==> src/include/ucbg_pkg.sv <==
package ucbg_pkg;

	// ==========================================================
	// Register map, word indices; byte address is four times.
	localparam int ADDR_W = 10;
	localparam logic [7:0] IDX_RX_CS = 8'h18;
	localparam logic [7:0] IDX_TX_CS = 8'h98;
	localparam logic [7:0] IDX_BAUD = 8'h99;
	localparam logic [7:0] IDX_TX_DATA = 8'h19;
	localparam logic [7:0] IDX_RX_DATA = 8'h1a;
	localparam logic [7:0] IDX_STATUS = 8'h1b;

	// ==========================================================
	// Field positions.
	localparam int B_CLK_SRC = 7;
	localparam int B_TX_NINE = 6;
	localparam int B_TX_EN = 5;
	localparam int B_SYNC_MODE = 4;
	localparam int B_HI_SPEED = 2;
	localparam int B_SHIFT_EMPTY = 1;
	localparam int B_TX_NINTH_D = 0;
	localparam int B_PORT_EN = 7;
	localparam int B_RX_NINE = 6;
	localparam int B_SINGLE_RX = 5;
	localparam int B_CONT_RX = 4;
	localparam int B_FRAME_ERR = 2;
	localparam int B_OVERRUN = 1;
	localparam int B_RX_NINTH_D = 0;
	localparam int B_ST_RX_VALID = 0;
	localparam int B_ST_TX_EMPTY = 1;

	// ==========================================================
	// Writable bits and values after reset.
	localparam logic [7:0] TX_CS_WMASK = 8'hf5;
	localparam logic [7:0] RX_CS_WMASK = 8'hf0;
	localparam logic [7:0] TX_CS_RST = 8'h02;
	localparam logic [7:0] RX_CS_RST = 8'h00;
	localparam logic [7:0] BAUD_RST = 8'h00;
	localparam logic LINE_IDLE = 1'b1;

	// ==========================================================
	// Baud phases per bit, minus one, and frame lengths minus one.
	localparam int PH_W = 6;
	localparam logic [5:0] DIV_ASYNC_LO_M1 = 6'h3f;
	localparam logic [5:0] DIV_ASYNC_HI_M1 = 6'h0f;
	localparam logic [5:0] DIV_SYNC_M1 = 6'h03;
	localparam logic [5:0] SYNC_SAMPLE_PH = 6'h03;
	localparam logic [3:0] BITS8_M1 = 4'h7;
	localparam logic [3:0] BITS9_M1 = 4'h8;

	typedef enum logic [3:0] {
		TX_IDLE = 4'h1,
		TX_START = 4'h2,
		TX_SHIFT = 4'h4,
		TX_STOP = 4'h8
	} ucbg_tx_state_t;

	typedef enum logic [3:0] {
		RX_IDLE = 4'h1,
		RX_START = 4'h2,
		RX_DATA = 4'h4,
		RX_STOP = 4'h8
	} ucbg_rx_state_t;

endpackage : ucbg_pkg

==> src/design/ucbg_top.sv <==
`timescale 1ns/1ps

// Operation
// - Pins serial only with enable and directions set
// - Async full duplex, synchronous modes half duplex
// - Nine-bit selects pick frame length per direction
// - Single receive starts one master reception
// - Single receive clears itself after completion
// - Async continuous receive enables reception
// - Sync continuous receive runs, overrides single
// - Framing flag read-only, updated with next byte
// - Overrun flag read-only, cleared via continuous
// - Ninth received bit kept for software
// - Free-running 8-bit timer makes baud clock
// - High-speed select matters only in async
// - Clock source: master when set, else slave
// - Bit 3 of both registers reads zero
// - Bit period 64, 16 or 4 times (X+1)
// - Divisor write resets the baud timer
// - Async receive level by three-sample majority vote
module ucbg_top #(
	parameter int DIV_W = 8
) (
	input wire logic ref_clk,
	input wire logic rst_b,
	input wire logic [ucbg_pkg::ADDR_W-1:0] avs_address,
	input wire logic avs_read,
	input wire logic avs_write,
	input wire logic [3:0] avs_byteenable,
	input wire logic [31:0] avs_writedata,
	output logic [31:0] avs_readdata,
	output logic avs_waitrequest,
	input wire logic [1:0] port_pin_direction,
	input wire logic tx_ck_i,
	output logic tx_ck_o,
	output logic tx_ck_oe,
	input wire logic rx_dt_i,
	output logic rx_dt_o,
	output logic rx_dt_oe
);

	// ==========================================================
	// Declarations.
	logic wait_ff, nxt_wait;
	logic [31:0] rdata_ff, nxt_rdata;
	logic [7:0] tx_cs_ff, nxt_tx_cs;
	logic [7:0] rx_cs_ff, nxt_rx_cs;
	logic [DIV_W-1:0] baud_ff, nxt_baud;
	logic [7:0] txbuf_ff, nxt_txbuf;
	logic txfull_ff, nxt_txfull;
	logic [7:0] rxbuf_ff, nxt_rxbuf;
	logic rxvalid_ff, nxt_rxvalid;
	logic rx_ninth_data_ff, nxt_rx_ninth_data;
	logic framing_error_flag_ff, nxt_framing_error_flag;
	logic overrun_error_flag_ff, nxt_overrun_error_flag;
	logic [1:0] s1_ff, s2_ff, s3_ff, flt_ff, prev_ff;
	logic [1:0] nxt_flt;
	ucbg_pkg::ucbg_tx_state_t tx_st_ff, nxt_tx_st;
	logic [8:0] tx_sh_ff, nxt_tx_sh;
	logic [3:0] tx_cnt_ff, nxt_tx_cnt;
	logic tx_line_ff, nxt_tx_line;
	ucbg_pkg::ucbg_rx_state_t rx_st_ff, nxt_rx_st;
	logic [8:0] rx_sh_ff, nxt_rx_sh;
	logic [3:0] rx_cnt_ff, nxt_rx_cnt;
	logic [5:0] rx_ph_ff, nxt_rx_ph;
	logic [1:0] votes_ff, nxt_votes;
	logic ck_o_ff, ck_oe_ff, dt_o_ff, dt_oe_ff;
	logic nxt_ck_o, nxt_ck_oe, nxt_dt_o, nxt_dt_oe;
	logic acc, map_ok, wr_en, rd_en, rx_pop, baud_wr;
	logic [7:0] idx, rd_val;
	logic pin_en, sync_m, master, continuous_receive_enable, single_receive_enable, rx_on, tx_ok;
	logic [5:0] div_m1, mid;
	logic [ucbg_pkg::PH_W-1:0] phase;
	logic unit_tick, step, shift_reg_empty, tx_load, tx_adv;
	logic ck_rise, ck_fall, dt_fall, rx_done, rx_framing_error_flag, rx_bit;
	logic [3:0] bits_tx, bits_rx;

	// ==========================================================
	// Mode decode.
	assign pin_en = rx_cs_ff[ucbg_pkg::B_PORT_EN]
		& (port_pin_direction == 2'h3);
	assign sync_m = tx_cs_ff[ucbg_pkg::B_SYNC_MODE];
	assign master = sync_m & tx_cs_ff[ucbg_pkg::B_CLK_SRC];
	assign continuous_receive_enable = rx_cs_ff[ucbg_pkg::B_CONT_RX];
	assign single_receive_enable = rx_cs_ff[ucbg_pkg::B_SINGLE_RX];
	// Single receive only counts for a master; overrun halts reception.
	assign rx_on = pin_en & ~overrun_error_flag_ff & (continuous_receive_enable | (master & single_receive_enable));
	// In a synchronous mode the line is shared, so receive wins.
	assign tx_ok = pin_en & tx_cs_ff[ucbg_pkg::B_TX_EN]
		& ~(sync_m & rx_on);
	assign div_m1 = sync_m ? ucbg_pkg::DIV_SYNC_M1
		: (tx_cs_ff[ucbg_pkg::B_HI_SPEED] ? ucbg_pkg::DIV_ASYNC_HI_M1
		: ucbg_pkg::DIV_ASYNC_LO_M1);
	assign mid = {1'b0, div_m1[5:1]} + 6'h01;
	assign step = unit_tick & (phase == '0);
	assign bits_tx = tx_cs_ff[ucbg_pkg::B_TX_NINE] ? ucbg_pkg::BITS9_M1
		: ucbg_pkg::BITS8_M1;
	assign bits_rx = rx_cs_ff[ucbg_pkg::B_RX_NINE] ? ucbg_pkg::BITS9_M1
		: ucbg_pkg::BITS8_M1;
	assign shift_reg_empty = (tx_st_ff == ucbg_pkg::TX_IDLE);
	assign ck_rise = flt_ff[0] & ~prev_ff[0];
	assign ck_fall = ~flt_ff[0] & prev_ff[0];
	assign dt_fall = ~flt_ff[1] & prev_ff[1];

	ucbg_baud_gen #(
		.DIV_W(DIV_W),
		.PH_W(ucbg_pkg::PH_W)
	) u_baud (
		.ref_clk(ref_clk),
		.rst_b(rst_b),
		.divisor(baud_ff),
		.divisor_wr(baud_wr),
		.phase_last(div_m1),
		.unit_tick(unit_tick),
		.phase(phase)
	);

	// ==========================================================
	// Bus slave. Every access is answered with waitrequest low one
	// cycle after it is first seen; the access acts at that edge.
	assign acc = (avs_read | avs_write) & wait_ff;
	assign idx = avs_address[ucbg_pkg::ADDR_W-1:2];
	assign map_ok = (avs_address[1:0] == 2'h0);
	assign wr_en = acc & avs_write & avs_byteenable[0] & map_ok;
	assign rd_en = acc & avs_read & map_ok;
	assign rx_pop = rd_en & (idx == ucbg_pkg::IDX_RX_DATA);
	assign baud_wr = wr_en & (idx == ucbg_pkg::IDX_BAUD);

	always_comb
	begin
		rd_val = 8'h00;
		case (idx)
			ucbg_pkg::IDX_TX_CS:
			begin
				rd_val = tx_cs_ff;
				rd_val[ucbg_pkg::B_SHIFT_EMPTY] = shift_reg_empty;
			end
			ucbg_pkg::IDX_RX_CS:
			begin
				rd_val = rx_cs_ff;
				rd_val[ucbg_pkg::B_FRAME_ERR] = framing_error_flag_ff;
				rd_val[ucbg_pkg::B_OVERRUN] = overrun_error_flag_ff;
				rd_val[ucbg_pkg::B_RX_NINTH_D] = rx_ninth_data_ff;
			end
			ucbg_pkg::IDX_BAUD: rd_val = baud_ff;
			ucbg_pkg::IDX_TX_DATA: rd_val = txbuf_ff;
			ucbg_pkg::IDX_RX_DATA: rd_val = rxbuf_ff;
			ucbg_pkg::IDX_STATUS:
			begin
				rd_val[ucbg_pkg::B_ST_RX_VALID] = rxvalid_ff;
				rd_val[ucbg_pkg::B_ST_TX_EMPTY] = ~txfull_ff;
			end
			default: rd_val = 8'h00;
		endcase
	end

	always_comb
	begin
		nxt_wait = ~acc;
		nxt_rdata = rdata_ff;
		nxt_tx_cs = tx_cs_ff;
		nxt_rx_cs = rx_cs_ff;
		nxt_baud = baud_ff;
		nxt_txbuf = txbuf_ff;
		nxt_txfull = txfull_ff & ~tx_load;
		nxt_rxbuf = rxbuf_ff;
		nxt_rxvalid = rxvalid_ff & ~rx_pop;
		nxt_rx_ninth_data = rx_ninth_data_ff;
		nxt_framing_error_flag = framing_error_flag_ff;
		nxt_overrun_error_flag = overrun_error_flag_ff;
		if (acc)
			nxt_rdata = rd_en ? {24'h000000, rd_val} : 32'h00000000;
		if (rx_done & master & ~continuous_receive_enable)
			nxt_rx_cs[ucbg_pkg::B_SINGLE_RX] = 1'b0;
		if (wr_en)
		begin
			case (idx)
				ucbg_pkg::IDX_TX_CS:
					nxt_tx_cs = avs_writedata[7:0]
						& ucbg_pkg::TX_CS_WMASK;
				ucbg_pkg::IDX_RX_CS:
				begin
					nxt_rx_cs = avs_writedata[7:0]
						& ucbg_pkg::RX_CS_WMASK;
					if (!avs_writedata[ucbg_pkg::B_CONT_RX])
						nxt_overrun_error_flag = 1'b0;
				end
				ucbg_pkg::IDX_BAUD: nxt_baud = avs_writedata[DIV_W-1:0];
				ucbg_pkg::IDX_TX_DATA:
				begin
					nxt_txbuf = avs_writedata[7:0];
					nxt_txfull = 1'b1;
				end
				default: nxt_baud = baud_ff;
			endcase
		end
		// A finished frame may land in the very cycle the buffer is read.
		if (rx_done)
		begin
			if (rxvalid_ff & ~rx_pop)
				nxt_overrun_error_flag = 1'b1;
			else
			begin
				nxt_rxvalid = 1'b1;
				nxt_framing_error_flag = rx_framing_error_flag;
				if (rx_cs_ff[ucbg_pkg::B_RX_NINE])
				begin
					nxt_rxbuf = nxt_rx_sh[7:0];
					nxt_rx_ninth_data = nxt_rx_sh[8];
				end
				else
				begin
					nxt_rxbuf = nxt_rx_sh[8:1];
					nxt_rx_ninth_data = 1'b0;
				end
			end
		end
	end

	always_ff @(posedge ref_clk or negedge rst_b)
	begin
		if (!rst_b)
		begin
			wait_ff <= 1'b1;
			rdata_ff <= '0;
			tx_cs_ff <= ucbg_pkg::TX_CS_RST & ucbg_pkg::TX_CS_WMASK;
			rx_cs_ff <= ucbg_pkg::RX_CS_RST & ucbg_pkg::RX_CS_WMASK;
			baud_ff <= ucbg_pkg::BAUD_RST;
			txbuf_ff <= '0;
			txfull_ff <= 1'b0;
			rxbuf_ff <= '0;
			rxvalid_ff <= 1'b0;
			rx_ninth_data_ff <= 1'b0;
			framing_error_flag_ff <= 1'b0;
			overrun_error_flag_ff <= 1'b0;
		end
		else
		begin
			wait_ff <= nxt_wait;
			rdata_ff <= nxt_rdata;
			tx_cs_ff <= nxt_tx_cs;
			rx_cs_ff <= nxt_rx_cs;
			baud_ff <= nxt_baud;
			txbuf_ff <= nxt_txbuf;
			txfull_ff <= nxt_txfull;
			rxbuf_ff <= nxt_rxbuf;
			rxvalid_ff <= nxt_rxvalid;
			rx_ninth_data_ff <= nxt_rx_ninth_data;
			framing_error_flag_ff <= nxt_framing_error_flag;
			overrun_error_flag_ff <= nxt_overrun_error_flag;
		end
	end

	// ==========================================================
	// Pin input synchronisers, bit 0 clock pin, bit 1 data pin.
	// The filtered level moves only when stages two and three agree.
	always_comb
	begin
		nxt_flt = (s2_ff & s3_ff) | (flt_ff & (s2_ff | s3_ff));
	end

	always_ff @(posedge ref_clk or negedge rst_b)
	begin
		if (!rst_b)
		begin
			s1_ff <= 2'h3;
			s2_ff <= 2'h3;
			s3_ff <= 2'h3;
			flt_ff <= 2'h3;
			prev_ff <= 2'h3;
		end
		else
		begin
			s1_ff <= {rx_dt_i, tx_ck_i};
			s2_ff <= s1_ff;
			s3_ff <= s2_ff;
			flt_ff <= nxt_flt;
			prev_ff <= flt_ff;
		end
	end

	// ==========================================================
	// Transmitter. A slave presents its first bit at once and moves
	// on each falling clock; the other modes move on baud steps.
	assign tx_adv = (sync_m & ~master) ? ck_fall : step;

	always_comb
	begin
		nxt_tx_st = tx_st_ff;
		nxt_tx_sh = tx_sh_ff;
		nxt_tx_cnt = tx_cnt_ff;
		nxt_tx_line = tx_line_ff;
		tx_load = 1'b0;
		unique case (tx_st_ff)
			ucbg_pkg::TX_IDLE:
			begin
				if (txfull_ff & tx_ok & (tx_adv | (sync_m & ~master)))
				begin
					tx_load = 1'b1;
					nxt_tx_sh = {tx_cs_ff[ucbg_pkg::B_TX_NINTH_D],
						txbuf_ff};
					nxt_tx_cnt = bits_tx;
					nxt_tx_st = sync_m ? ucbg_pkg::TX_SHIFT
						: ucbg_pkg::TX_START;
					nxt_tx_line = sync_m & txbuf_ff[0];
				end
			end
			ucbg_pkg::TX_START:
			begin
				if (tx_adv)
				begin
					nxt_tx_st = ucbg_pkg::TX_SHIFT;
					nxt_tx_line = tx_sh_ff[0];
				end
			end
			ucbg_pkg::TX_SHIFT:
			begin
				if (tx_adv && tx_cnt_ff == 4'h0)
				begin
					nxt_tx_st = sync_m ? ucbg_pkg::TX_IDLE
						: ucbg_pkg::TX_STOP;
					nxt_tx_line = ucbg_pkg::LINE_IDLE;
				end
				else if (tx_adv)
				begin
					nxt_tx_sh = {1'b0, tx_sh_ff[8:1]};
					nxt_tx_line = tx_sh_ff[1];
					nxt_tx_cnt = tx_cnt_ff - 4'h1;
				end
			end
			ucbg_pkg::TX_STOP:
			begin
				if (tx_adv)
					nxt_tx_st = ucbg_pkg::TX_IDLE;
			end
		endcase
		if (!tx_ok && tx_st_ff != ucbg_pkg::TX_IDLE)
		begin
			nxt_tx_st = ucbg_pkg::TX_IDLE;
			nxt_tx_line = ucbg_pkg::LINE_IDLE;
		end
	end

	always_ff @(posedge ref_clk or negedge rst_b)
	begin
		if (!rst_b)
		begin
			tx_st_ff <= ucbg_pkg::TX_IDLE;
			tx_sh_ff <= '0;
			tx_cnt_ff <= '0;
			tx_line_ff <= ucbg_pkg::LINE_IDLE;
		end
		else
		begin
			tx_st_ff <= nxt_tx_st;
			tx_sh_ff <= nxt_tx_sh;
			tx_cnt_ff <= nxt_tx_cnt;
			tx_line_ff <= nxt_tx_line;
		end
	end

	// ==========================================================
	// Receiver. Async bits are timed from the start edge by counting
	// baud ticks; synchronous bits are taken at the clock high phase.
	assign rx_bit = sync_m ? flt_ff[1] : votes_ff[1];

	always_comb
	begin
		nxt_rx_st = rx_st_ff;
		nxt_rx_sh = rx_sh_ff;
		nxt_rx_cnt = rx_cnt_ff;
		nxt_rx_ph = rx_ph_ff;
		nxt_votes = votes_ff;
		rx_done = 1'b0;
		rx_framing_error_flag = 1'b0;
		if (unit_tick && rx_st_ff != ucbg_pkg::RX_IDLE)
		begin
			if (rx_ph_ff == div_m1)
			begin
				nxt_rx_ph = '0;
				nxt_votes = '0;
			end
			else
			begin
				nxt_rx_ph = rx_ph_ff + 6'h01;
				if (rx_ph_ff + 6'h01 >= mid && rx_ph_ff <= mid + 6'h01)
					nxt_votes = votes_ff + {1'b0, flt_ff[1]};
			end
		end
		unique case (rx_st_ff)
			ucbg_pkg::RX_IDLE:
			begin
				nxt_rx_ph = '0;
				nxt_votes = '0;
				if (rx_on & ~sync_m & dt_fall)
					nxt_rx_st = ucbg_pkg::RX_START;
				else if (rx_on & sync_m & (~master | step))
				begin
					nxt_rx_st = ucbg_pkg::RX_DATA;
					nxt_rx_cnt = bits_rx;
				end
			end
			ucbg_pkg::RX_START:
			begin
				if (unit_tick && rx_ph_ff == div_m1)
				begin
					nxt_rx_st = votes_ff[1] ? ucbg_pkg::RX_IDLE
						: ucbg_pkg::RX_DATA;
					nxt_rx_cnt = bits_rx;
				end
			end
			ucbg_pkg::RX_DATA:
			begin
				if (sync_m ? (master ? (unit_tick
					&& phase == ucbg_pkg::SYNC_SAMPLE_PH) : ck_rise)
					: (unit_tick && rx_ph_ff == div_m1))
				begin
					nxt_rx_sh = {rx_bit, rx_sh_ff[8:1]};
					nxt_rx_cnt = rx_cnt_ff - 4'h1;
					if (rx_cnt_ff == 4'h0)
					begin
						nxt_rx_st = sync_m ? ucbg_pkg::RX_IDLE
							: ucbg_pkg::RX_STOP;
						rx_done = sync_m;
					end
				end
			end
			ucbg_pkg::RX_STOP:
			begin
				if (unit_tick && rx_ph_ff == div_m1)
				begin
					nxt_rx_st = ucbg_pkg::RX_IDLE;
					rx_done = 1'b1;
					rx_framing_error_flag = ~votes_ff[1];
				end
			end
		endcase
		if (!rx_on && rx_st_ff != ucbg_pkg::RX_IDLE)
		begin
			nxt_rx_st = ucbg_pkg::RX_IDLE;
			rx_done = 1'b0;
		end
	end

	always_ff @(posedge ref_clk or negedge rst_b)
	begin
		if (!rst_b)
		begin
			rx_st_ff <= ucbg_pkg::RX_IDLE;
			rx_sh_ff <= '0;
			rx_cnt_ff <= '0;
			rx_ph_ff <= '0;
			votes_ff <= '0;
		end
		else
		begin
			rx_st_ff <= nxt_rx_st;
			rx_sh_ff <= nxt_rx_sh;
			rx_cnt_ff <= nxt_rx_cnt;
			rx_ph_ff <= nxt_rx_ph;
			votes_ff <= nxt_votes;
		end
	end

	// ==========================================================
	// Pin drivers. The master clock idles low and runs only while a
	// frame is on the line, high in the last two phases of a bit.
	always_comb
	begin
		nxt_ck_oe = pin_en & (~sync_m | master);
		// A pulse already high runs to the end of its bit, since a
		// reception ends at the phase three sample, in mid-pulse.
		nxt_ck_o = sync_m ? (phase[1] & master
			& ((tx_st_ff == ucbg_pkg::TX_SHIFT)
			| (rx_st_ff == ucbg_pkg::RX_DATA)
			| (ck_o_ff & (phase == ucbg_pkg::SYNC_SAMPLE_PH))))
			: tx_line_ff;
		nxt_dt_oe = pin_en & sync_m & ~shift_reg_empty;
		nxt_dt_o = tx_line_ff;
	end

	always_ff @(posedge ref_clk or negedge rst_b)
	begin
		if (!rst_b)
		begin
			ck_o_ff <= ucbg_pkg::LINE_IDLE;
			ck_oe_ff <= 1'b0;
			dt_o_ff <= ucbg_pkg::LINE_IDLE;
			dt_oe_ff <= 1'b0;
		end
		else
		begin
			ck_o_ff <= nxt_ck_o;
			ck_oe_ff <= nxt_ck_oe;
			dt_o_ff <= nxt_dt_o;
			dt_oe_ff <= nxt_dt_oe;
		end
	end

	assign avs_readdata = rdata_ff;
	assign avs_waitrequest = wait_ff;
	assign tx_ck_o = ck_o_ff;
	assign tx_ck_oe = ck_oe_ff;
	assign rx_dt_o = dt_o_ff;
	assign rx_dt_oe = dt_oe_ff;

endmodule : ucbg_top

==> src/design/ucbg_baud_gen.sv <==
`timescale 1ns/1ps

module ucbg_baud_gen #(
	parameter int DIV_W = 8,
	parameter int PH_W = 6
) (
	input wire logic ref_clk,
	input wire logic rst_b,
	input wire logic [DIV_W-1:0] divisor,
	input wire logic divisor_wr,
	input wire logic [PH_W-1:0] phase_last,
	output logic unit_tick,
	output logic [PH_W-1:0] phase
);

	logic [DIV_W-1:0] cnt_ff;
	logic [DIV_W-1:0] nxt_cnt;
	logic tick_ff;
	logic nxt_tick;
	logic [PH_W-1:0] ph_ff;
	logic [PH_W-1:0] nxt_ph;

	// ==========================================================
	// Timer and phase counter.
	// Phase and tick change on the same edge, so a tick is seen
	// together with the phase it has just entered.
	always_comb
	begin
		nxt_cnt = cnt_ff + 1'b1;
		nxt_tick = 1'b0;
		nxt_ph = ph_ff;
		if (divisor_wr)
		begin
			nxt_cnt = '0;
			nxt_ph = '0;
		end
		else if (cnt_ff >= divisor)
		begin
			nxt_cnt = '0;
			nxt_tick = 1'b1;
			nxt_ph = (ph_ff >= phase_last) ? '0 : ph_ff + 1'b1;
		end
	end

	always_ff @(posedge ref_clk or negedge rst_b)
	begin
		if (!rst_b)
		begin
			cnt_ff <= '0;
			tick_ff <= 1'b0;
			ph_ff <= '0;
		end
		else
		begin
			cnt_ff <= nxt_cnt;
			tick_ff <= nxt_tick;
			ph_ff <= nxt_ph;
		end
	end

	assign unit_tick = tick_ff;
	assign phase = ph_ff;

endmodule : ucbg_baud_gen

==> config.mk <==
export PLATFORM = sky130hd
export DESIGN_NAME = ucbg_top
export DESIGN_NICKNAME = d
export VERILOG_FILES = /design/src/include/ucbg_pkg.sv /design/src/design/ucbg_top.sv /design/src/design/ucbg_baud_gen.sv
export SDC_FILE = /design/constraint.sdc
export NUM_CORES = 1
export LEC_CHECK = 0
export ABC_AREA = 1
export BUFFER_PORTS_ARGS = -buffer_cell sky130_fd_sc_hd__buf_4
export CAP_MARGIN = 20
export CORE_MARGIN = 3
export CORE_UTILIZATION = 50
export CTS_BUF_LIST = sky130_fd_sc_hd__clkbuf_4
export CTS_CLUSTER_DIAMETER = 30
export DETAILED_ROUTE_END_ITERATION = 10
export HOLD_SLACK_MARGIN = 0.03
export MAX_ROUTING_LAYER = met4
export PLACE_DENSITY = 0.68
export SLEW_MARGIN = 20
export SYNTH_ARGS = -nofsm -noshare
export SYNTH_HDL_FRONTEND = slang
export SYNTH_SLANG_ARGS = --single-unit
==> constraint.sdc <==
create_clock -name ref_clk -period 2.95 [get_ports ref_clk]
set_clock_uncertainty 0.05 [all_clocks]
set_input_delay 0.295 -clock ref_clk [delete_from_list [all_inputs] [get_ports ref_clk]]
set_output_delay 0.295 -clock ref_clk [all_outputs]
set_load 0.1 [all_outputs]
Word level (Yosys, flattened, before mapping):

Cells that the tools add are included.

* flip-flop bits (word level): 144
* bits of input ports: 54

* add/sub/neg operators: 8
* $lt $le $gt $ge: 4
* equal/unequal tests: 36
* multiplexer cells: 86
* bitwise operators: 63
* reduce and logical (&&, ||, !) cells: 30

Operators by type and width (count)
* $mux W4: 22
* $mux W6: 10
* $mux W9: 5
* $and A1 B1 Y1: 37
* $eq A8 B5 Y1 const B: 4
* $mux W8: 4
* $pmux W4 S4: 2
* $mux W1: 30
* $pmux W6 S5: 1
* $ne A3 B3 Y1 const B: 7
* $add A6 B1 Y6 const B: 3
* $pmux W9 S2: 1
* $eq A8 B8 Y1 const B: 2
* $not A1 Y1: 15
* $ge A6 B6 Y1: 2
* $ne A2 B2 Y1 const B: 6
* $pmux W2 S6: 1
* $pmux W4 S3: 1
* $reduce_and A2 Y1: 6
* $reduce_and A4 Y1: 3
* $reduce_and A5 Y1: 2
* $add A8 B1 Y8 const B: 1
* $eq A4 B1 Y1 const B: 2
* $eq A4 B2 Y1 const B: 2
* 30 further kinds: 58

Depth between registers and ports, before layout:

Gate-level depths: netlist of the first run.

* word-level depth: 15
* gate-level depth with buffers: 15

Modules after synthesis:

From an unflattened synthesis of the first run, not the netlist that was laid out.

* cell total of the unflattened synthesis: 889
* area total of the unflattened synthesis: 7005.5 sq um

By module, submodules not included
* ucbg_top: times used 1, cells each 731, area each 5733.0 sq um, seq. area each 2647.5 sq um
* ucbg_baud_gen: times used 1, cells each 158, area each 1272.5 sq um, seq. area each 375.4 sq um

Worst setup path after synthesis of the first run:

No wires, ideal clock.

* kind: reg-to-reg
* from: register tx_cs_ff[4]
* to: register rxbuf_ff[0]
* setup time: 117 ps
* data arrival time: 2033 ps
* required time: 2783 ps
* path slack: 749 ps
* cell stages (with the launch flop): 15
* cell sequence: dfrtp_1 buf_6 nor2_4 inv_1 ha_1 nand2_1 a21oi_2 nand4_2 nand2_2 buf_6 nand3_4 nand2_2 nand3_1 nand3_1 nand2_1

* longest elaborated chain between the ends: 8
* elaborated cells on any way between the ends: 20
* classes of those cells: eq/ne (1); mux (11); bitwise (4); reduce/logical (4)

RTL lines
* start, declared: line ucbg_top.sv:46 `logic [7:0] tx_cs_ff, nxt_tx_cs;`
* start signal, assigned: line ucbg_top.sv:226 `tx_cs_ff <= ucbg_pkg::TX_CS_RST & ucbg_pkg::TX_CS_WMASK;`
* start signal, assigned: line ucbg_top.sv:241 `tx_cs_ff <= nxt_tx_cs;`
* $mux W6 / $and A1 B1 Y1 (equally long branches): line ucbg_top.sv:91, ucbg_top.sv:83
* $eq A6 B6 Y1 / $and A1 B1 Y1 (equally long branches): line ucbg_top.sv:416, ucbg_top.sv:430, ucbg_top.sv:87
* $logic_and A1 B1 Y1 / $or A1 B1 Y1 (equally long branches): line ucbg_top.sv:416, ucbg_top.sv:430, ucbg_top.sv:87
* $mux W1 / $and A1 B1 Y1 (equally long branches): line ucbg_top.sv:414, ucbg_top.sv:87
* $mux W1 / $logic_not A1 Y1 (equally long branches): line ucbg_top.sv:414, ucbg_top.sv:438
* $pmux W1 S2 / $logic_and A1 B1 Y1 (equally long branches): line ucbg_top.sv:390, ucbg_top.sv:438
* $mux W1: line ucbg_top.sv:438 `if (!rx_on && rx_st_ff != ucbg_pkg::RX_IDLE)`
* $reduce_and A2 Y1 (no line)
* end signal, assigned: line ucbg_top.sv:246 `rxbuf_ff <= nxt_rxbuf;`
* end, declared: line ucbg_top.sv:51 `logic [7:0] rxbuf_ff, nxt_rxbuf;`

Parallel ways exist; a longest one is shown, timed or not.
A chain may end at the register's enable or synchronous reset.

Worst setup path after layout of the first run:

* from: register tx_cs_ff[2]
* to: register rxbuf_ff[6]

* longest elaborated chain between the ends: 9
* elaborated cells on any way between the ends: 13
* classes of those cells: eq/ne (1); mux (10); reduce/logical (2)

RTL lines
* $mux W6 (*): line ucbg_top.sv:92 `: (tx_cs_ff[ucbg_pkg::B_HI_SPEED] ? ucbg_pkg::DIV_ASYNC_HI_M1`
* $mux W6 (*): line ucbg_top.sv:91 `assign div_m1 = sync_m ? ucbg_pkg::DIV_SYNC_M1`
* $eq A6 B6 Y1 (*): line ucbg_top.sv:416, ucbg_top.sv:430
* $logic_and A1 B1 Y1 (*): line ucbg_top.sv:416, ucbg_top.sv:430
* $mux W1 (2 in series): line ucbg_top.sv:414 `if (sync_m ? (master ? (unit_tick`
* $pmux W1 S2: line ucbg_top.sv:390 `unique case (rx_st_ff)`
* $mux W1: line ucbg_top.sv:438
* $reduce_and A2 Y1 (no line)

Mark *: on every way between the ends. The rest lies on a longest branch, timed or not.

==> results.py, run 1 <==
metrics = {
    "clock_tree": {
        "clock_tree.buffer_depth": 2,
        "cts-root-buf": "clkbuf_4",
        "clock_latency_ps": 570,
        "cts_made_buffers": 17,
        "cts_sinks": 120,
        "cts_tree": "built",
        "path_clk_slew_ps": 110,
        "htreeDepth": 4,
        "cts_setup_buffers": 0,
    },
    "synthesis": {
        "synthXorXnorAreaFrac": 0.0193,
        "muxShareOfSynthArea": 0,
        "yosysUniqueCellTypes": 48,
        "synth_top_family_by_area": "simple AND/OR/NAND/NOR gates",
        "synth_fa_ha_area_frac": 0.0593,
        "synth_edf_count": 0,
        "synthCells": 830,
        "avgSynthCellArea_um2": 8.18,
        "synthSimpleGateAreaFrac": 0.265,
        "synth-seq-area-share": 0.445,
        "synthArstFlopShare": 1.00,
        "ys.flop_type": "dfrtp_1",
        "yosysWarnings": 0,
        "synth.cell_area_um2": 6790,
        "ys_ff_latch": 120,
        "synth-compound-area-share": 0.104,
    },
    "global_routing": {
        "first_global_vias": 5552,
        "track_usage": 0.233,
        "grt_pass1_wl_um": 26500,
        "antenna_found_initial": 1,
        "gr-total-overflow": 0,
        "grt_start_max_net_pins": 62,
    },
    "timing": {
        "fin_tns_setup_ps": 0,
        "tightest_slew_ps": 633,
        "timing.fmax_mhz": 401,
        "finalCritPeriodShare": 0.846,
        "relSlewSlack": 0.573,
        "rsz0062_at_grt": "no",
        "min_period_ps": 2500,
        "finalHoldViolCount": 0,
        "slew_violations": 0,
        "final-setup-viol-count": 0,
        "fin_ws_ps": 454,
    },
    "status": {
        "status": "complete, no violations",
    },
    "layout": {
        "seqCellArea_um2": 3020,
        "nFillCells": 1146,
        "final_area_um2": 7660,
        "area_delta_synth_final_pct": 12.8,
        "fin_util": 0.593,
        "final_net_count": 975,
        "multiInputGateArea_um2": 3140,
        "layout-drive-gt1-share": 0.154,
    },
    "place": {
        "post-place-ws_ps": 480,
        "dp_hpwl_um": 12000,
        "postPlaceCellArea_um2": 7130,
        "port_buffers": 39,
        "gp_congestion": 0.916,
    },
    "power_and_ir_drop": {
        "swShare": 0.331,
        "irDropWorstVdd_uv": 566,
        "finalPower_w": 0.00462,
        "switching_power_w": 0.00153,
        "clkPwrFrac": 0.345,
        "p_per_area_nw_per_um2": 603,
        "cellLeakagePower_nw": 3.87,
        "seq_power_share": 0.415,
        "share_comb_of_total_power": 0.240,
        "p_int_w": 0.00309,
    },
    "floorplanning": {
        "core-area_um2": 12900,
        "start_util": 0.525,
        "die_w_um": 123,
        "rows": 41,
        "num_io_pins": 91,
        "die_area_um2": 15000,
        "dieHeight_um": 123,
    },
    "min_path": {
        "hold_start": "avs_read",
        "hp-class": "in -> reg",
        "hold_depth": 4,
    },
    "critical_path": {
        "cp-start-kind": "register",
        "crit_start": "tx_cs_ff[2]$_DFFE_PN0P_",
        "cp_data_arrival_time_ps": 2910,
        "reg2regPathDepth": 12,
        "worstSetupPathType": "reg -> reg",
        "reg2reg_from": "tx_cs_ff[2]$_DFFE_PN0P_",
        "end_kind": "register",
        "critPathMaxFanout": 11,
        "cp.required_ps": 3360,
    },
    "detailed_routing": {
        "drtPass1Iterations": 5,
        "wire_per_inst_um": 15.0,
        "antenna_left": 0,
        "first_iter_violations": 421,
        "route.detailed.drc": 0,
        "viasPerCell": 5.34,
        "wl_um": 16200,
        "vias": 5751,
    },
    "flow_run": {
        "drv_cap": 0,
    },
}
## cell usage after synthesis, types with 3 or more instances
cell type  count  share of area
nand2_1      207           0.11
dfrtp_1      104           0.38
inv_1         97          0.054
o21ai_0       64          0.047
nand3_1       63          0.046
nor2_1        39          0.022
ha_1          29          0.053
nand4_1       26          0.024
buf_4         24          0.027
nand2_2       18          0.017
a21oi_1       16          0.012
dfstp_2       16          0.062
nor3_1        12         0.0088
o21ai_1       12         0.0088
o22ai_1       11          0.010
xor2_1        11          0.014
buf_6          6         0.0099
clkbuf_1       6         0.0033
inv_2          6         0.0033
a31oi_1        5         0.0046
nand3b_1       4         0.0044
o21ai_2        4         0.0052
o31ai_1        4         0.0044
xnor2_1        4         0.0052
buf_2          3         0.0022
nand3_2        3         0.0044
nor2_2         3         0.0028
nor3b_1        3         0.0033
o211ai_1       3         0.0033
## per-stage QoR
step	cells	hold slack, ps
2_1_floorplan	854	-50.6
3_3_place_gp	1030	210
3_5_place_dp	1030	212
4_1_cts	1076	31.7
5_1_grt	1077	39.7
6_report	1077	57.9
## area by class of cell
type                    count  area share
diodes                      1    0.000327
multi-input cells         588       0.409
well taps                 172      0.0281
repair buffers             60      0.0650
clock buffers              19      0.0186
clock inverters            13      0.0325
inverters                 104      0.0516
flip-flops and latches    120       0.395
## registers in the layout, indices dropped and copies added, names as in the netlist, 2 cells and up
signal and cells:
rx_sh_ff 9, tx_sh_ff 9, avs_readdata 8, baud_ff 8, rxbuf_ff 8, txbuf_ff 8
u_baud.cnt_ff 8, rx_ph_ff 6, tx_cs_ff 6, u_baud.phase 6, rx_cnt_ff 4, rx_cs_ff 4
rx_st_ff 4, tx_cnt_ff 4, tx_st_ff 4, flt_ff 2, prev_ff 2, s1_ff 2
s2_ff 2, s3_ff 2, votes_ff 2
## critical path, cell delays in order, from the launching register on
cell     delay (ps)
dfrtp_1         480
nor2_4          150
inv_1           100
ha_1            340
nand2_1          80
a21oi_2         160
nand4_2         170
nand2_2         280
nand3_4         220
nand2_2         140
nand3_1          70
nand3_1         110
nand2_1          60
## power by group through the flow
stage	logic (W)	registers, W	clock network [W]
global placement	0.00103	0.00194	0
floorplan	0.000851	0.00194	0
CTS	0.00111	0.00191	0.00161
detailed placement	0.00109	0.00194	0
finish	0.00111	0.00192	0.00159
global route	0.00125	0.00194	0.00170
## layout by cell type, fill, tap and decap left out, types with 4 or more instances in the layout
master	instances
a21oi_1	16
a31oi_1	5
buf_4	45
bufinv_16	7
clkbuf_4	19
conb_1	26
dfrtp_1	104
dfstp_2	16
dlygate4sd3_1	14
ha_1	29
inv_1	97
inv_2	6
nand2_1	207
nand2_2	18
nand3_1	63
nand3b_1	4
nand4_1	26
nor2_1	39
nor3_1	12
o21ai_0	64
o21ai_1	12
o21ai_2	4
o22ai_1	11
o31ai_1	4
xnor2_1	4
xor2_1	11
## layer usage
metal	wire length [µm]	share of wire	up-vias	track usage
li1	-	-	2799	-
met1	7110	0.44	2759	0.291
met2	7960	0.49	159	0.375
met3	833	0.051	34	0.0604
met4	284	0.018	0	0.0728
met5	0	0	-	-
## logic make-up after synthesis
logic type               count (synthesis)
XOR/XNOR                                15
flip-flops                             120
buffers and inverters                  146
other                                    2
AND/OR/NAND/NOR                        389
adder cells (fa/ha/maj)                 32
AO/OA/AOI/OAI                          126
## path summary, 6_finish.rpt
path	to	slack [ps]
worst max register to register	rxbuf_ff[6]$_DFFE_PN0P_	450
worst min-delay path	avs_readdata[7]$_DFFE_PN0P_	60
worst min register to register	s2_ff[0]$_DFF_PN1_	310
worst max-delay path	rxbuf_ff[6]$_DFFE_PN0P_	450
min in group asynchronous	rx_sh_ff[1]$_DFF_PN0_	140
max in group asynchronous	s3_ff[1]$_DFF_PN1_	1940
## repair_timing
| item | CTS | global route |
|---|---|---|
| hold endpoints to repair | 82 | 0 |
| hold buffers | 14 | 0 |
| endpoints found under the setup margin | 0 | 0 |
| resized for setup | 0 | 0 |
No activity file was read; power rests on OpenSTA's default activity.
==> run 2: changes to the inputs <==
Settings changed: ABC_AREA 1 to 0.
Clock period 2.95 ns to 2.6 ns, I/O delays scaled along.
==> run 2 against run 1 <==
  * Non-clock buffer count rose by 49
  * First-iteration DRC count rose by 33%
  * Sequential cell count did not move
  * Cell area rose by 6.4%
  * Count of clock-buffer cells in the layout fell by 2
==> results.py, run 2 <==
metrics = {
    "status": {
        "status": "complete, no violations",
    },
    "global_routing": {
        "grt_start_max_net_pins": 72,
        "first_global_vias": 5511,
        "grt_pass1_wl_um": 27700,
        "track_usage": 0.243,
        "gr-total-overflow": 0,
        "antenna_found_initial": 0,
    },
    "timing": {
        "finalCritPeriodShare": 0.997,
        "slew_violations": 0,
        "final-setup-viol-count": 0,
        "relSlewSlack": 0.485,
        "finalHoldViolCount": 0,
        "timing.fmax_mhz": 386,
        "fin_hold_ws_ps": 98.5,
        "tightest_slew_ps": 769,
        "min_period_ps": 2590,
        "rsz0062_at_grt": "yes",
    },
    "detailed_routing": {
        "route.detailed.drc": 0,
        "first_iter_violations": 562,
        "viasPerCell": 5.73,
        "antenna_left": 0,
        "met1Wirelength_um": 7480,
        "vias": 5705,
        "dr.max_layer_used": "met4",
        "wl_um": 16800,
        "drtPass1Iterations": 6,
        "wire_per_inst_um": 16.9,
        "wl_met3_um": 1070,
        "dr_wl_met2_um": 7840,
    },
    "synthesis": {
        "synth_common_cells": "dfrtp_1, nand2_1, nor2_1",
        "synthArstFlopShare": 1.00,
        "yosysWarnings": 0,
        "synth.most_common_cell": "dfrtp_1",
        "synth_top_area_cell": "dfrtp_1",
        "synthCells": 705,
        "synthSimpleGateAreaFrac": 0.188,
        "ys.flop_type": "dfrtp_1",
        "synth-compound-area-share": 0.158,
        "synth_top_area_frac": 0.380,
        "synth-seq-area-share": 0.442,
        "synth.cell_area_um2": 6850,
        "synth_edf_count": 0,
        "yosysUniqueCellTypes": 86,
        "synth_fa_ha_area_frac": 0.0589,
        "avgSynthCellArea_um2": 9.71,
        "muxShareOfSynthArea": 0.0718,
        "ys_ff_latch": 120,
        "synthXorXnorAreaFrac": 0.0179,
        "synth_top_family_by_area": "simple AND/OR/NAND/NOR gates",
        "yosys-top-cells-area": "dfrtp_1, dfstp_2, ha_1",
    },
    "layout": {
        "fin_util": 0.613,
        "mostFrequentLayoutCells": "dfrtp_1, buf_4, nand2_1, nor2_1, o21ai_0",
        "layout_commonest_cell": "dfrtp_1",
        "area_delta_synth_final_pct": 19.1,
        "layout-drive-gt1-share": 0.239,
        "final_net_count": 890,
        "final_cells": 995,
        "top_regs": "rx_sh_ff (9), tx_sh_ff (9)",
        "final_area_um2": 8150,
        "diodes": 0,
        "nFillCells": 1110,
    },
    "critical_path": {
        "cp_top_family": "compound AO/OA/AOI/OAI gates",
        "cp-start-kind": "register",
        "cp_data_arrival_time_ps": 2980,
        "rrSetupSlack_ps": 7,
        "cpMaxStageDelayCell": "dfrtp_1",
        "slowest_delay_ps": 420,
        "cp.required_ps": 2990,
        "worstSetupPathType": "reg -> reg",
        "cp_cell_sequence": "buf_4 > or3b_4 > a2111oi_4 > buf_4 > nor3_1 > o311ai_1 > o21ai_1 > mux2_1",
        "end_kind": "register",
        "crit_buf_inv": 2,
        "critPathMostFrequentCell": "buf_4",
        "critPathMaxFanout": 3,
    },
    "floorplanning": {
        "num_io_pins": 91,
        "dieHeight_um": 123,
        "die_area_um2": 15100,
        "core-area_um2": 13300,
        "start_util": 0.515,
        "die_w_um": 123,
        "rows": 42,
    },
    "clock_tree": {
        "clock_tree.buffer_depth": 2,
        "cts-root-buf": "clkbuf_4",
        "path_clk_slew_ps": 110,
        "htreeDepth": 4,
        "clock_latency_ps": 550,
        "cts_tree": "built",
        "cts_sinks": 120,
        "cts_made_buffers": 17,
    },
    "power_and_ir_drop": {
        "cellLeakagePower_nw": 3.77,
        "irDropWorstVdd_uv": 336,
        "p_per_area_nw_per_um2": 556,
    },
    "place": {
        "port_buffers": 39,
        "dp_cells": 944,
        "dp_hpwl_um": 12400,
        "gp_congestion": 0.892,
        "postPlaceCellArea_um2": 7570,
    },
    "flow_run": {
        "drv_cap": 0,
    },
    "min_path": {
        "hp-class": "in -> async",
    },
}
## run 2: changes by cell type after synthesis, sizes merged, moves of 9 or more
cell and change:
nor3 +10, inv -70, nand4 -22, o21ai -33, a31oi +15, mux2 +25, nand3 -44, mux2i +18
clkbuf +11, nand2 -145, o22ai -9
## run 2: area by class of cell
cell class	count	area, µm²	area share
clock buffers	17	128	0.0157
well taps	176	220	0.0270
repair buffers	109	891	0.109
clock inverters	15	208	0.0255
inverters	33	126	0.0155
flip-flops and latches	120	3020	0.371
multi-input cells	525	3560	0.436
## run 2: repair_timing
item | 4_1_cts | 5_1_grt
endpoints found under the setup margin | 3 | 12
buffers inserted | 1 | 2
resized for setup | 6 | 5
hold buffers | 16 | 0
hold endpoints to repair | 139 | 0
pin swaps | 1 | 1
## run 2: path summary, 6_finish.rpt
path	from	end	cells past startpoint
worst max-delay path	tx_cs_ff[4]$_DFFE_PN0P_	rx_st_ff[3]$_DFFE_PN0P_	8
worst min-delay path	rst_b	rxbuf_ff[0]$_DFFE_PN0P_	2
worst max register to register	tx_cs_ff[4]$_DFFE_PN0P_	rx_st_ff[3]$_DFFE_PN0P_	8
worst min register to register	s1_ff[1]$_DFF_PN1_	s2_ff[1]$_DFF_PN1_	0
max in group asynchronous	rst_b	tx_st_ff[0]$_DFFE_PN1P_	3
min in group ref_clk	avs_address[4]	avs_readdata[3]$_DFFE_PN0P_	4
## run 2: power by group
part | internal [W] | total [W] | switching [W]
logic | 0.000296 | 0.000879 | 0.000583
clock network | 0.000845 | 0.00156 | 0.000717
registers | 0.00198 | 0.00210 | 0.000112
total | 0.00313 | 0.00454 | 0.00141
## run 2: routing by layer
metal,vias to the layer above,GRT usage
met4,0,0.0948
met5,-,-
li1,2691,-
met3,40,0.0462
met1,2763,0.323
met2,211,0.370
## run 2: cells by family (layout without fill, tap and decap cells)
family / after synthesis / in the layout
AND/OR/NAND/NOR: 252 / 252
AO/OA/AOI/OAI: 157 / 157
flip-flops: 120 / 120
buffers and inverters: 84 / 174
multiplexers: 44 / 44
adder cells (fa/ha/maj): 32 / 32
XOR/XNOR: 14 / 14
other: 2 / 26
## run 2: worst register-to-register path, stage by stage (launching register included)
cell and delay (ps):
dfrtp_1 420, buf_4 130, or3b_4 390, a2111oi_4 360
buf_4 190, nor3_1 50, o311ai_1 400, o21ai_1 170
mux2_1 330
## run 2: metrics by stage
stage / power (W) / setup WS (ps) / setup TNS (ps)
detailed placement: 0.00297 / -5.20 / -5.20
finish: 0.00454 / 6.65 / 0
global route: 0.00477 / -87.2 / -572
CTS: 0.00456 / 11.1 / 0
floorplan: 0.00272 / -23.4 / -24.0
global placement: 0.00293 / 54.1 / 0
==> run 3: changes to the inputs <==
Settings changed: PLACE_DENSITY 0.68 to 0.71.
==> run 3 against run 2 <==
  * Die area is the same
  * Clock power shrank 11%
  * Worst setup slack gained 47 ps
  * Cell area is essentially flat
  * Largest cell class unchanged
  * Combinational power shrank 1%
  * Sequential cell count is the same
  * Non-clock buffer count grew 1
  * Fmax grew 1.8%
  * Critical endpoint unchanged
  * Register-to-register slack gained 50 ps
  * Global-route usage shrank 1.4 points
  * Routed wire length shrank 3.1%
  * Power shrank 3.9%
==> results.py, run 3 (synthesis gave the netlist of run 2 again) <==
metrics = {
    "timing": {
        "timing.fmax_mhz": 393,
        "slew_violations": 0,
        "rsz0062_at_grt": "yes",
        "relSlewSlack": 0.528,
        "final-setup-viol-count": 0,
        "finalHoldViolCount": 0,
        "fin_ws_ps": 53.7,
        "fin_tns_setup_ps": 0,
        "finalCritPeriodShare": 0.979,
        "min_period_ps": 2550,
        "tightest_slew_ps": 705,
    },
    "place": {
        "dp_hpwl_um": 12100,
        "gp_congestion": 0.926,
        "post-place-ws_ps": -16.9,
        "dp_cells": 943,
        "port_buffers": 39,
    },
    "critical_path": {
        "critPathMaxFanout": 4,
        "worstSetupPathType": "reg -> reg",
        "cp.required_ps": 2950,
        "cp-start-kind": "register",
        "cp_data_arrival_time_ps": 2900,
        "end_kind": "register",
    },
    "layout": {
        "layout-drive-gt1-share": 0.249,
        "layout_commonest_cell": "dfrtp_1",
        "final_cells": 996,
        "diodes": 0,
        "fin_util": 0.613,
        "mostFrequentLayoutCells": "dfrtp_1, buf_4, nand2_1, nor2_1, o21ai_0",
        "final_net_count": 891,
        "area_delta_synth_final_pct": 19.0,
        "top_regs": "rx_sh_ff (9), tx_sh_ff (9)",
    },
    "global_routing": {
        "grt_start_max_net_pins": 66,
        "busiest_layer": "met2",
        "grt_pass1_wl_um": 26300,
        "first_global_vias": 5363,
        "track_usage": 0.228,
        "grtUsageMet1": 0.301,
        "gr-total-overflow": 0,
        "met3_usage": 0.0499,
        "grtUsageMet2": 0.349,
        "antenna_found_initial": 0,
    },
    "detailed_routing": {
        "wire_per_inst_um": 16.4,
        "antenna_left": 0,
        "vias": 5600,
        "route.detailed.drc": 0,
        "drtPass1Iterations": 5,
        "wl_um": 16300,
        "viasPerCell": 5.62,
        "first_iter_violations": 332,
    },
    "min_path": {
        "hp-class": "in -> async",
    },
    "clock_tree": {
        "path_clk_slew_ps": 110,
        "clock_latency_ps": 520,
        "cts_sinks": 120,
        "htreeDepth": 4,
        "cts_made_buffers": 17,
        "clock_tree.buffer_depth": 2,
        "cts_tree": "built",
        "cts-root-buf": "clkbuf_4",
    },
    "floorplanning": {
        "start_util": 0.515,
        "num_io_pins": 91,
        "dieHeight_um": 123,
        "die_area_um2": 15100,
        "rows": 42,
        "core-area_um2": 13300,
        "die_w_um": 123,
    },
    "power_and_ir_drop": {
        "finalPower_w": 0.00436,
        "share_comb_of_total_power": 0.199,
        "p_per_area_nw_per_um2": 535,
        "swShare": 0.315,
        "switching_power_w": 0.00137,
        "seq_power_share": 0.481,
        "cellLeakagePower_nw": 3.76,
        "irDropWorstVdd_uv": 218,
        "p_int_w": 0.00299,
        "clkPwrFrac": 0.319,
    },
    "flow_run": {
        "drv_cap": 0,
    },
    "status": {
        "status": "complete, no violations",
    },
}
[run 3: cell types whose count changed in the layout (fill, tap and decap cells not counted), sizes merged]
cell / change
clkbuf: +5
bufinv: -2
clkinv: -2
buf: +1
clkinvlp: -1
[run 3: stage by stage]
stage          cell area [µm²]  hold WS (ps)
2_1_floorplan             6960         -85.6
3_3_place_gp              7550           141
3_5_place_dp              7550           145
4_1_cts                   8010          86.9
5_1_grt                   8150           107
6_report                  8150           134
[run 3: path summary, 6_finish.rpt]
kind	from	to	slack, ps	depth (start not counted)
min in group ref_clk	avs_address[2]	rxvalid_ff$_DFF_PN0_	150	4
worst min-delay path	rst_b	tx_sh_ff[3]$_DFFE_PN0P_	130	2
worst max-delay path	u_baud.phase[4]$_DFFE_PN0P_	rx_st_ff[3]$_DFFE_PN0P_	50	7
worst min register to register	s1_ff[1]$_DFF_PN1_	s2_ff[1]$_DFF_PN1_	310	0
worst max register to register	u_baud.phase[4]$_DFFE_PN0P_	rx_st_ff[3]$_DFFE_PN0P_	50	7
max in group asynchronous	rst_b	rx_st_ff[0]$_DFFE_PN1P_	1590	3
[run 3: per-layer routing]
metal | up-vias | part of all wire | wire length, µm
met2 | 184 | 0.47 | 7700
met1 | 2687 | 0.45 | 7410
met3 | 27 | 0.057 | 935
met5 | - | 0 | 0
met4 | 0 | 0.016 | 269
li1 | 2702 | - | -
[run 3: repair_timing]
item	in CTS	in global routing
hold buffers	16	0
setup endpoints to repair	1	25
pin swaps	1	7
setup buffers	0	5
endpoints found under the hold margin	137	0
resized for setup	1	22
[run 3: critical path, stage by stage (launching register included)]
cell      delay (ps)
dfrtp_1          400
or4b_4           550
buf_4            160
o211a_1          270
buf_4            170
o311ai_1         330
o21ai_1          180
mux2_4           320
[run 3: layout make-up]
class / count / area (µm²)
Sequential cell: 120 / 3020
Inverter: 33 / 126
Multi-Input combinational cell: 525 / 3600
Clock buffer: 22 / 165
Clock inverter: 10 / 128
Tap cell: 176 / 220
Fill cell: 1127 / 5150
Timing Repair Buffer: 110 / 890
[run 3: power by group through the flow]
stage / clock network, W / logic, W / registers (W)
floorplan: 0 / 0.000606 / 0.00212
global placement: 0 / 0.000798 / 0.00212
global route: 0.00150 / 0.000950 / 0.00211
detailed placement: 0 / 0.000842 / 0.00213
finish: 0.00139 / 0.000869 / 0.00210
CTS: 0.00143 / 0.000863 / 0.00210
